===== config.mk =====
export PLATFORM = sky130hd
export DESIGN_NAME = kbr_report_builder
export DESIGN_NICKNAME = d
export VERILOG_FILES = /design/src/logic/kbr_pkg.sv /design/src/logic/kbr_keymap_store.sv /design/src/logic/kbr_link_reader.sv /design/src/logic/kbr_report_builder.sv
export VERILOG_INCLUDE_DIRS = /design/src /design/src/logic
export SDC_FILE = /design/constraint.sdc
export NUM_CORES = 2
export LEC_CHECK = 0
export BUFFER_PORTS_ARGS = -buffer_cell sky130_fd_sc_hd__buf_2
export CAP_MARGIN = 20
export CORE_MARGIN = 10
export CORE_UTILIZATION = 45
export DETAILED_ROUTE_END_ITERATION = 10
export PLACE_DENSITY = 0.66
export SYNTH_ARGS = -nofsm -noshare
export SYNTH_HDL_FRONTEND = slang
export SYNTH_HIERARCHICAL = 1
export SYNTH_SLANG_ARGS = --single-unit

===== constraint.sdc =====
create_clock -name clock -period 8.87 [get_ports clock]
set_clock_uncertainty 0.2 [all_clocks]
set_input_delay 2.2175 -clock clock [delete_from_list [all_inputs] [get_ports clock]]
set_output_delay 2.2175 -clock clock [all_outputs]
set_load 0.01 [all_outputs]

===== src/logic/kbr_regs.svh =====
// Purpose: Offsets, field positions, reset values and report constants
// Assumes: 32-bit APB data, one aligned word per register
// Notes:   Included by its bare name
`ifndef KBR_REGS_SVH
`define KBR_REGS_SVH
`define KBR_OFS_CTRL    12'h000
`define KBR_OFS_RPTID   12'h004
`define KBR_OFS_STATUS  12'h008
`define KBR_OFS_MASK    12'h00c
`define KBR_OFS_KEYMAP  12'h010
`define KBR_OFS_HELD    12'h014
`define KBR_CTRL_EN     0
`define KBR_ST_NEW      0
`define KBR_ST_OVF      1
`define KBR_ST_FETCH    2
`define KBR_RST_EN      1'b1
`define KBR_RST_RPTID   8'h01
`define KBR_RST_MASK    3'h0
`define KBR_CFG_ID_LOC  16'h0202
`define KBR_LEN_LO      8'h0b
`define KBR_LEN_HI      8'h00
`define KBR_MOD_HI5     5'h1c
`define KBR_BYTE_LEN0   4'h0
`define KBR_BYTE_LEN1   4'h1
`define KBR_BYTE_ID     4'h2
`define KBR_BYTE_MOD    4'h3
`define KBR_BYTE_RSV    4'h4
`define KBR_BYTE_KEY0   4'h5
`define KBR_BYTE_LAST   4'ha
`define KBR_MAX_KEYS    3'h6
`define KBR_I2C_ADDR    7'h3b
`endif


===== src/logic/kbr_pkg.sv =====
// Purpose: Types shared by the report builder files
// Assumes: 128 matrix positions, 8-bit usage IDs
// Notes:   Constants live in kbr_regs.svh
package kbr_pkg;
   typedef struct packed {
      logic [6:0] pos;
      logic       pressed;
   } kbr_key_evt_t;
   typedef enum logic [0:0] {KB_IDLE, KB_LOOK} kbr_main_st_t;
   typedef enum logic [2:0] {LK_IDLE, LK_ADDR, LK_AACK, LK_TX, LK_RACK} kbr_link_st_t;
   typedef struct packed {
      kbr_main_st_t   st;
      logic           en;
      logic [7:0]     idReg;
      logic [2:0]     status;
      logic [2:0]     mask;
      logic [7:0]     mods;
      logic [5:0][7:0] keys;
      logic [2:0]     cnt;
      logic [7:0]     rptId;
      logic [31:0]    prdata;
      logic           pslverr;
      logic           pressed;
      logic           kmWe;
      logic [6:0]     kmPos;
      logic [7:0]     kmUsage;
   } kbr_core_t;
   typedef struct packed {
      kbr_link_st_t st;
      logic [2:0]   scl;
      logic [2:0]   sda;
      logic [7:0]   sh;
      logic [3:0]   cnt;
      logic [3:0]   idx;
      logic         dr;
      logic         ack;
      logic         fetched;
   } kbr_link_t;
endpackage : kbr_pkg


===== src/logic/kbr_keymap_store.sv =====
// Purpose: Keyboard map, matrix position to usage ID
// Assumes: Written by software over the register bus
// Notes:   One-cycle registered read
`timescale 1ns/1ps
module kbr_keymap_store import kbr_pkg::*; #(
   parameter int POSITIONS = 128
) (
   // Clock and reset
   input  wire logic       clock,
   input  wire logic       rst,
   // Write port
   input  wire logic       we,
   input  wire logic [6:0] wPos,
   input  wire logic [7:0] wUsage,
   // Read port
   input  wire logic [6:0] rPos,
   output      logic [7:0] rUsage
);
   logic [7:0] mem [POSITIONS];
   // Reset clears the map, so unmapped keys read as usage zero
   always_ff @(posedge clock) begin
      if (rst) begin
         for (int i = 0; i < POSITIONS; i++) begin
            mem[i] <= 8'h00;
         end
         rUsage <= 8'h00;
      end else begin
         if (we) begin
            mem[wPos] <= wUsage;
         end
         rUsage <= mem[rPos];
      end
   end
endmodule : kbr_keymap_store


===== src/logic/kbr_link_reader.sv =====
// Purpose: Read-only two-wire slave that returns the pending report
// Assumes: Link clock far slower than clock
// Notes:   Address with write direction is not acknowledged
`timescale 1ns/1ps
`include "kbr_regs.svh"
module kbr_link_reader import kbr_pkg::*; #(
   parameter logic [6:0] ADDR = `KBR_I2C_ADDR
) (
   // Clock and reset
   input  wire logic       clock,
   input  wire logic       rst,
   // Pins
   input  wire logic       sclIn,
   input  wire logic       sdaIn,
   output      logic       sdaOut,
   output      logic       sdaOe,
   // Report byte access
   output      logic [3:0] byteIdx,
   input  wire logic [7:0] byteData,
   output      logic       fetched
);
   kbr_link_t cur, nxt;
   logic rise, fall, start, stop;
   assign rise = cur.scl[1] & ~cur.scl[2];
   assign fall = ~cur.scl[1] & cur.scl[2];
   assign start = cur.scl[1] & cur.sda[2] & ~cur.sda[1];
   assign stop = cur.scl[1] & ~cur.sda[2] & cur.sda[1];
   always_comb begin
      nxt = cur;
      nxt.scl = {cur.scl[1:0], sclIn};
      nxt.sda = {cur.sda[1:0], sdaIn};
      nxt.fetched = 1'b0;
      if (start) begin
         nxt.st = LK_ADDR;
         nxt.cnt = 4'h0;
         nxt.dr = 1'b0;
      end else if (stop) begin
         nxt.st = LK_IDLE;
         nxt.dr = 1'b0;
      end else begin
         case (cur.st)
            LK_ADDR: begin
               if (rise) begin
                  nxt.sh = {cur.sh[6:0], cur.sda[1]};
                  nxt.cnt = cur.cnt + 4'h1;
               end else if (fall && cur.cnt == 4'h8) begin
                  // Only a read as first transaction is answered
                  if (cur.sh[7:1] == ADDR && cur.sh[0]) begin
                     nxt.st = LK_AACK;
                     nxt.dr = 1'b1;
                     nxt.idx = 4'h0;
                  end else begin
                     nxt.st = LK_IDLE;
                  end
               end
            end
            LK_AACK, LK_RACK: begin
               if (rise && cur.st == LK_RACK) begin
                  nxt.ack = ~cur.sda[1];
                  if (~cur.sda[1]) begin
                     nxt.idx = cur.idx + 4'h1;
                  end
               end else if (fall) begin
                  if (cur.st == LK_AACK || cur.ack) begin
                     nxt.st = LK_TX;
                     nxt.sh = byteData;
                     nxt.dr = ~byteData[7];
                     nxt.cnt = 4'h0;
                  end else begin
                     nxt.st = LK_IDLE;
                     nxt.fetched = 1'b1;
                  end
               end
            end
            LK_TX: begin
               if (fall) begin
                  if (cur.cnt == 4'h7) begin
                     nxt.st = LK_RACK;
                     nxt.dr = 1'b0;
                  end else begin
                     nxt.sh = {cur.sh[6:0], 1'b0};
                     nxt.dr = ~cur.sh[6];
                     nxt.cnt = cur.cnt + 4'h1;
                  end
               end
            end
            default: begin
               nxt.st = LK_IDLE;
               nxt.dr = 1'b0;
            end
         endcase
      end
   end
   always_ff @(posedge clock) begin
      if (rst) begin
         cur <= '{st: LK_IDLE, scl: 3'h7, sda: 3'h7, default: '0};
      end else begin
         cur <= nxt;
      end
   end
   assign sdaOut = 1'b0;
   assign sdaOe = cur.dr;
   assign byteIdx = cur.idx;
   assign fetched = cur.fetched;
endmodule : kbr_link_reader


===== src/logic/kbr_report_builder.sv =====
// Purpose: Keyboard input report builder with register bus and report link
// Assumes: Key events arrive from debounced scan logic on the same clock
// Notes:   Summary of operation follows
// Summary of operation
// - At most six ordinary keys and eight modifiers are held in one report.
// - Usage IDs e0 to e7 are modifiers, left control up to right system key.
// - Byte 3 is the modifier bitmap, bit 0 left control to bit 7 right system key.
// - Report bytes are length, length, ID, modifiers, reserved, then six key slots.
// - The length field always reads 11, low byte first, high byte zero.
// - Every press and every release that changes the held set builds a new report.
// - With nothing held the report is zero apart from length and ID.
// - Modifier-only changes also build reports, with key slots unchanged.
// - Usage IDs come from a writable keyboard map indexed by matrix position.
// - The ID byte carries the report ID from the RPTID register, copied when a report is built.
// - A bare read on the link returns the pending report.
`timescale 1ns/1ps
`include "kbr_regs.svh"
module kbr_report_builder import kbr_pkg::*; #(
   parameter logic [6:0] LINK_ADDR = `KBR_I2C_ADDR,
   parameter int         POSITIONS = 128
) (
   // Clock and reset
   input  wire logic         clock,
   input  wire logic         rst,
   // APB slave
   input  wire logic         psel,
   input  wire logic         penable,
   input  wire logic         pwrite,
   input  wire logic [11:0]  paddr,
   input  wire logic [31:0]  pwdata,
   output      logic [31:0]  prdata,
   output      logic         pready,
   output      logic         pslverr,
   // Key events
   input  wire kbr_key_evt_t keyEvt,
   input  wire logic         keyValid,
   output      logic         keyReady,
   // Report link pins
   input  wire logic         sclIn,
   input  wire logic         sdaIn,
   output      logic         sdaOut,
   output      logic         sdaOe,
   // Interrupt
   output      logic         irq
);
   kbr_core_t  cur, nxt;
   logic [7:0] usage;
   logic [3:0] linkIdx;
   logic [7:0] linkByte;
   logic       fetched;
   logic       changed;
   logic       overflow;
   logic       setup;
   logic       access;

   function automatic logic isModifier(input logic [7:0] u);
      return u[7:3] == `KBR_MOD_HI5;
   endfunction : isModifier

   function automatic logic [7:0] reportByte(input logic [3:0] idx, input kbr_core_t s);
      logic [7:0] b;
      b = 8'h00;
      // Byte layout of the standard report
      case (idx)
         `KBR_BYTE_LEN0: b = `KBR_LEN_LO;
         `KBR_BYTE_LEN1: b = `KBR_LEN_HI;
         `KBR_BYTE_ID:   b = s.rptId;
         `KBR_BYTE_MOD:  b = s.mods;
         `KBR_BYTE_RSV:  b = 8'h00;
         default: begin
            if (idx >= `KBR_BYTE_KEY0 && idx <= `KBR_BYTE_LAST) begin
               b = s.keys[3'(idx - `KBR_BYTE_KEY0)];
            end
         end
      endcase
      return b;
   endfunction : reportByte

   kbr_keymap_store #(
      .POSITIONS (POSITIONS)
   ) u_keymap (
      .clock  (clock),
      .rst    (rst),
      .we     (cur.kmWe),
      .wPos   (cur.kmPos),
      .wUsage (cur.kmUsage),
      .rPos   (keyEvt.pos),
      .rUsage (usage)
   );

   kbr_link_reader #(
      .ADDR (LINK_ADDR)
   ) u_link (
      .clock    (clock),
      .rst      (rst),
      .sclIn    (sclIn),
      .sdaIn    (sdaIn),
      .sdaOut   (sdaOut),
      .sdaOe    (sdaOe),
      .byteIdx  (linkIdx),
      .byteData (linkByte),
      .fetched  (fetched)
   );

   // A report replaced during a link read may mix old and new bytes
   assign linkByte = reportByte(linkIdx, cur);
   assign setup = psel & ~penable;
   assign access = psel & penable;

   always_comb begin
      logic [2:0] setSt;
      logic [2:0] clrSt;
      logic       found;
      logic [2:0] hit;
      nxt = cur;
      setSt = 3'h0;
      clrSt = 3'h0;
      found = 1'b0;
      hit = 3'h0;
      changed = 1'b0;
      overflow = 1'b0;
      nxt.kmWe = 1'b0;
      case (cur.st)
         KB_IDLE: begin
            if (keyValid) begin
               // Map lookup starts now, answer is ready next cycle
               nxt.st = KB_LOOK;
               nxt.pressed = keyEvt.pressed;
            end
         end
         KB_LOOK: begin
            nxt.st = KB_IDLE;
            for (int i = 0; i < 6; i++) begin
               if (!found && 3'(i) < cur.cnt && cur.keys[i] == usage) begin
                  found = 1'b1;
                  hit = 3'(i);
               end
            end
            // Usage zero marks an unmapped position and is dropped
            if (!cur.en || usage == 8'h00) begin
               changed = 1'b0;
            end else if (isModifier(usage)) begin
               // Low three bits pick the bitmap position
               changed = cur.mods[usage[2:0]] != cur.pressed;
               nxt.mods[usage[2:0]] = cur.pressed;
            end else if (cur.pressed) begin
               if (!found && cur.cnt == `KBR_MAX_KEYS) begin
                  overflow = 1'b1;
               end else if (!found) begin
                  changed = 1'b1;
                  nxt.keys[cur.cnt] = usage;
                  nxt.cnt = cur.cnt + 3'h1;
               end
            end else if (found) begin
               // Close the gap so slots stay in press order
               changed = 1'b1;
               for (int j = 0; j < 5; j++) begin
                  if (3'(j) >= hit) begin
                     nxt.keys[j] = cur.keys[j + 1];
                  end
               end
               nxt.keys[5] = 8'h00;
               nxt.cnt = cur.cnt - 3'h1;
            end
            if (changed) begin
               nxt.rptId = cur.idReg;
               setSt[`KBR_ST_NEW] = 1'b1;
            end
            setSt[`KBR_ST_OVF] = overflow;
         end
         default: begin
            nxt.st = KB_IDLE;
         end
      endcase
      setSt[`KBR_ST_FETCH] = fetched;
      // Read data and error are prepared in the setup phase
      if (setup) begin
         nxt.prdata = 32'h0000_0000;
         nxt.pslverr = 1'b0;
         case (paddr)
            `KBR_OFS_CTRL:   nxt.prdata = {31'h0, cur.en};
            `KBR_OFS_RPTID:  nxt.prdata = {24'h0, cur.idReg};
            `KBR_OFS_STATUS: nxt.prdata = {29'h0, cur.status};
            `KBR_OFS_MASK:   nxt.prdata = {29'h0, cur.mask};
            `KBR_OFS_KEYMAP: nxt.prdata = 32'h0000_0000;
            `KBR_OFS_HELD:   nxt.prdata = {21'h0, cur.cnt, cur.mods};
            default:         nxt.pslverr = 1'b1;
         endcase
      end
      if (access && pwrite) begin
         case (paddr)
            `KBR_OFS_CTRL:   nxt.en = pwdata[`KBR_CTRL_EN];
            `KBR_OFS_RPTID:  nxt.idReg = pwdata[7:0];
            `KBR_OFS_STATUS: clrSt = pwdata[2:0];
            `KBR_OFS_MASK:   nxt.mask = pwdata[2:0];
            `KBR_OFS_KEYMAP: begin
               nxt.kmWe = 1'b1;
               nxt.kmPos = pwdata[14:8];
               nxt.kmUsage = pwdata[7:0];
            end
            default: begin
               nxt.kmWe = 1'b0;
            end
         endcase
      end
      // An event in the clearing cycle survives
      nxt.status = (cur.status & ~clrSt) | setSt;
   end

   always_ff @(posedge clock) begin
      if (rst) begin
         cur <= '{st: KB_IDLE, en: `KBR_RST_EN, idReg: `KBR_RST_RPTID,
                  rptId: `KBR_RST_RPTID, mask: `KBR_RST_MASK, default: '0};
      end else begin
         cur <= nxt;
      end
   end

   assign keyReady = cur.st == KB_IDLE;
   assign prdata = cur.prdata;
   assign pslverr = cur.pslverr;
   assign pready = 1'b1;
   assign irq = |(cur.status & cur.mask);

   logic found_any;
   always_comb begin
      found_any = 1'b0;
      for (int i = 0; i < 6; i++) begin
         if (3'(i) < cur.cnt && cur.keys[i] == usage) begin
            found_any = 1'b1;
         end
      end
   end
endmodule : kbr_report_builder


======== After elaboration in Yosys (flattened, before gate mapping) ========
Memory sizes are Yosys's and may differ from the RTL's. A register that Yosys moved wholly into a read port is not among the register bits.
Cells that the tools add are included.
cells by class
  mux-type cells .......................... 98
  multipliers ............................. 0
  div/mod/pow operators ................... 0
  $add $sub $neg .......................... 5
  equality and inequality tests ........... 45
  reductions and logical operators ........ 68
  bitwise logic cells ..................... 27
  magnitude comparators ................... 18
  shift operators ......................... 0
operators with widths
  cell                 number
  $mux 51              4
  $mux 12              6
  $mux 8               9
  $pmux 11 s5          1
  $bwmux 48            1
  $eq 8x8->1           6
  $mux 1               44
  $reduce_and 7->1     6
  $mux 3               13
  $pmux 12 s3          1
  $pmux 8 s4           1
  $bmux 8 s3           1
  $demux 8 s3          1
  $eq 12x4->1 const B  2
  $eq 12x5->1 const B  2
  $logic_and 1x1->1    19
  $reduce_and 6->1     3
  $ne 2x1->1 const B   8
  $ne 4x1->1 const B   4
  $reduce_and 8->1     2
  $mux 5               3
  $not 1->1            15
  $reduce_bool 2->1    7
  $eq 12x3->1 const B  1
  other kinds (55)     101
storage, ports and cells
  register bits ........................... 161
  bits in writable memories ............... 1024
  input bits .............................. 60
  memories kept ........................... 1
  logic and storage cells ................. 292
  output and inout port bits .............. 38
  latch bits .............................. 0
  ROM bits ................................ 0
memories
  name          words  width  rd ports  clocked after Yosys merged registers in  wr ports  line                    text
  u_keymap.mem  128    8      1         1                                        128       kbr_keymap_store.sv:19  logic [7:0] mem [POSITIONS];

======== Depth between registers and ports, before layout ========
  word-level depth ........................ 39
  gate-level depth with buffers ........... 15
  gate-level depth less buffers ........... 12

======== Cells and area by module ========
The synthesis kept the hierarchy.
by module, submodules not included
  module              times used  seq. area each (um^2)  area each (um^2)  cells an instance
  kbr_keymap_store    1           30909.6                47961.0           3250
  kbr_report_builder  1           2242.2                 6819.0            785
  kbr_link_reader     1           560.5                  1778.0            216

======== Least setup slack after synthesis ========
Ideal clock, no wire load.
  kind .................................... in2reg
  start ................................... input port paddr[10]
  end ..................................... register cur[123] (netlist name)
  required time ........................... 8550 ps
  buffers on the path ..................... 1
  setup time .............................. 120 ps
  stages .................................. 7
  slack ................................... 4531 ps
  arrival ................................. 4019 ps
  cell sequence ........................... nor4_1 nand4b_1 nor3b_1 and2_1 buf_2 nor2b_1 a211o_1
on the way
  longest elaborated chain between the ends .. 2
ends and longest elaborated chain
  what                        line                       text
  start: declaration          kbr_report_builder.sv:29   input wire logic [11:0] paddr,
  $eq 12x3->1                 kbr_report_builder.sv:191  case (paddr)
  $reduce_and 2->1 (no line)  n/a
  end signal: assignment      kbr_report_builder.sv:212  cur <= '{st: KB_IDLE, en: `KBR_RST_EN, idReg: `KBR_RST_RPTID,
  end signal: assignment      kbr_report_builder.sv:215  cur <= nxt;
  end: declaration            kbr_report_builder.sv:46   kbr_core_t cur, nxt;
Every way passes these cells.
A chain may end at the register's enable or synchronous reset.

==> summary.md <==
Once detailed placement completed, the half-perimeter wirelength came to 90700 microns. In the final layout, the share of cells above drive strength 1 is 15.8%. The path class of the tightest hold or removal check is reg2reg. Buffers placed on the I/O ports in this run total 57.

Once detail routing completed, the nets flagged for antenna violations numbered 0. In the synthesized netlist, the cells that appear most often are 1035 x sky130_fd_sc_hd__and2_1, 1024 x sky130_fd_sc_hd__edfxtp_1, 248 x sky130_fd_sc_hd__mux2i_1, 214 x sky130_fd_sc_hd__nor2_1, 205 x sky130_fd_sc_hd__mux4_2. In this run the power density over the cells is 197 mW/mm^2. The cell chosen for the clock root is sky130_fd_sc_hd__clkbuf_16.

Gates resized during post-CTS repair numbered 0. The clock tree synthesis step divided the H-tree into 4 levels. TritonCTS built the clock tree.

Dividing the detail-routed via count by the number of cells gives 5.81. The Yosys step of the flow raised 6 warnings. The register clock-pin slew on the reported worst setup and hold paths works out to 0.06 ns. The layout has 10700 filler cells. The number of top-level pins came out at 98.

For the cell area after synthesis, the log shows 0.0566 sq mm. After routing the design area is 0.0616 sq mm. The share of the clock period used by the worst path is 57.0%, and the count of hold buffers inserted by post-cts repair is 0. The routed design could run at a clock period as short as 5.05 ns. The die footprint came out at 0.140 sq mm. The final weighted congestion in routability-driven placement came out at 0.883.

Once the clock tree was built, the setup fixing pass inserted 0 buffers. The initialized floorplan defines 130 standard-cell rows. The synthesis-to-finish area growth was 8.99%. The number of endpoints failing setup at the final stage came out at 0. The clock net in this run drives a total of 1172 sinks. The via count was 34300; the number of synthesized register bits was 1172.

The initial utilization of the core area, before any placement, comes to 45.2%. The actual transition at the worst max-transition pin is 1.08 ns, and the summed negative setup slack over all endpoints is 0 ns. The flow ran to the end, and the final reports show no timing, DRC or antenna violations. For this run the aggregate overflow at the end of global routing stands at 0.

Area share of the largest cell type after synthesis: 54.4%. sky130_fd_sc_hd__edfxtp_1 takes more of the synthesized area than any other cell. The tools report the number of max-cap violations as 0. The count of pins over their slew limit is 0, and the number of DRC markers in iteration 0 is 3407. The total routing usage reported by global routing was 20.4%.

The via count of the first global-routing pass came out at 34100. Counting the buffers created by CTS gives 130. The critical path is of the in2reg type.

The logs give 0.138 mV for the highest ir drop seen on vdd and 0.0211 sq mm for the area used by multi-input combinational logic. The worst setup path is captured at a flop. The tools report the count of final hold-check violations as 0.

The worst setup slack for register-to-register paths is 3.83 ns. STA puts the critical path data required time at 9.09 ns. For this run, the detailed router's first-pass iteration total came to 7. Entering global routing, the biggest net connects 152 pins.

The placed instance area came out at 0.0577 sq mm. The most numerous cell in the Yosys netlist was sky130_fd_sc_hd__and2_1. Die span in x: 375 microns. Dividing the detail-routed wire length by the instance count gives 24.7 microns. Synthesized instance count: 4251. Kind of start point of the critical path: an input port.

In the final layout, flip-flops and latches occupy 0.0337 sq mm. The run gives 27.3% as the headroom to the max-slew limit. Timing would allow up to 0.198 GHz. For this run, the leading register cell type out of synthesis is sky130_fd_sc_hd__edfxtp_1.

Data on the critical path arrives at its endpoint at 5.27 ns. The clock passes through at most 3 buffers. The first global-routing pass estimated 219000 microns of wire. The part of the Yosys area used for sequential elements was 59.6%. By area the synthesized netlist is led by sky130_fd_sc_hd__edfxtp_1 54%, sky130_fd_sc_hd__and2_1 11%, sky130_fd_sc_hd__mux4_2 8.2%. The share of flip-flops with an asynchronous set or reset came out at 0%.

The total wire length after detailed routing is 146000 microns, and the number of enable-type register cells in the synthesized netlist is 1024. Clock latency on the worst-skew pair, taken at its later pin, is 0.75 ns. The post-synthesis area per instance came out at 13.3 sq um. The logs give 21.4 nW for the leakage power of the design and 3 for the number of antenna violations at the first check in global routing. Across all hold checks on the routed design, the worst slack comes to 0.212 ns. At the end of the flow, the number of nets in the layout was 4226. From bottom edge to top edge, the die measures 375 microns. Number of distinct library cells after synthesis: 95.

Setup repair after global routing left no endpoint under its margin. In the routed design, unresolved DRC markers number 0. In this run the worst path has a maximum fanout of 82.

After floorplanning, the core was sized to cover 0.125 sq mm.
[cells by family after synthesis]
logic type	share of synthesized area, %
AOI/OAI and AO/OA	4.97
xor gates and xnor gates	0.821
adders and majority gates	0.288
buffers and inverters	3.25
DFF	59.6
muxes	13.0
other	0.0199
and+or+nand+nor	18.0
[flip-flops by register name (all words and copies together) (netlist names)]
signal           count
u_keymap/rUsage      8
u_link/fetched       1
u_link/sdaOe         1
u_link/byteIdx       4
prdata              11
pslverr              1
u_keymap/mem      1024
u_link/cur          22
cur                100
[metal layers]
layer,wire (microns),global-route usage [%]
met5,24,0
met4,4170,6.90
met3,10900,3.51
met2,69300,32.9
met1,61400,28.0
[power by group]
part | switching (mW) | internal, mW | leakage [nW]
clock | 2.21 | 2.84 | 1.91
combinational | 0.479 | 0.321 | 8.51
sequential | 0.102 | 6.22 | 11.0
total | 2.79 | 9.38 | 21.4
[critical path, stage by stage]
cell and delay [ns]:
sky130_fd_sc_hd__buf_8 0.21, sky130_fd_sc_hd__nor2b_1 0.67, sky130_fd_sc_hd__nand2_1 0.69, sky130_fd_sc_hd__buf_4 0.44, sky130_fd_sc_hd__nor2_1 0.56, sky130_fd_sc_hd__or2_2 0.39
[cell usage in the layout, fill, tap and decap left out, types with 30 or more instances in the layout]
cell type	instances
sky130_fd_sc_hd__and2_1	1034
sky130_fd_sc_hd__edfxtp_1	1024
sky130_fd_sc_hd__mux2i_1	248
sky130_fd_sc_hd__nor2_1	213
sky130_fd_sc_hd__mux4_2	205
sky130_fd_sc_hd__dfxtp_1	139
sky130_fd_sc_hd__or2_2	138
sky130_fd_sc_hd__clkbuf_16	133
sky130_fd_sc_hd__a21oi_1	110
sky130_fd_sc_hd__nand2_1	106
sky130_fd_sc_hd__a22oi_1	96
sky130_fd_sc_hd__nand3_1	58
sky130_fd_sc_hd__buf_2	53
sky130_fd_sc_hd__buf_4	39
sky130_fd_sc_hd__nor2b_1	38
sky130_fd_sc_hd__nand2b_1	36
sky130_fd_sc_hd__xnor2_1	33
sky130_fd_sc_hd__inv_1	31
sky130_fd_sc_hd__clkbuf_1	30
[worst paths after layout]
check                               to          startpoint  cells after the start
setup / recovery  u_keymap/mem[108][7]                 rst                      6
hold / removal          u_link/cur[23]      u_link/cur[22]                      1
hold reg to reg         u_link/cur[23]      u_link/cur[22]                      1
setup reg to reg               cur[70]  u_keymap/rUsage[0]                     10
[through the flow]
stage	setup slack (ns)	cells	power, mW	util [%]
CTS	3.95	5903	12.2	49.2
detailed placement	3.18	5671	7.23	46.1
global placement	3.22	5671	7.21	46.1
floorplan	4.53	4271	6.97	-
global route	3.64	5903	12.5	49.2
finish	3.82	5904	12.2	49.2
[area by class of cell]
cell class	count	share of cell area [%]
Sequential cell	1172	54.7
Multi-Input combinational cell	2718	34.2
Clock buffer	169	5.70
Inverter	32	0.195
Timing Repair Buffer	99	1.11
Tap cell	1650	3.35
Clock inverter	63	0.678
Antenna cell	1	0.00406
Power figures use the tool's default switching activity.
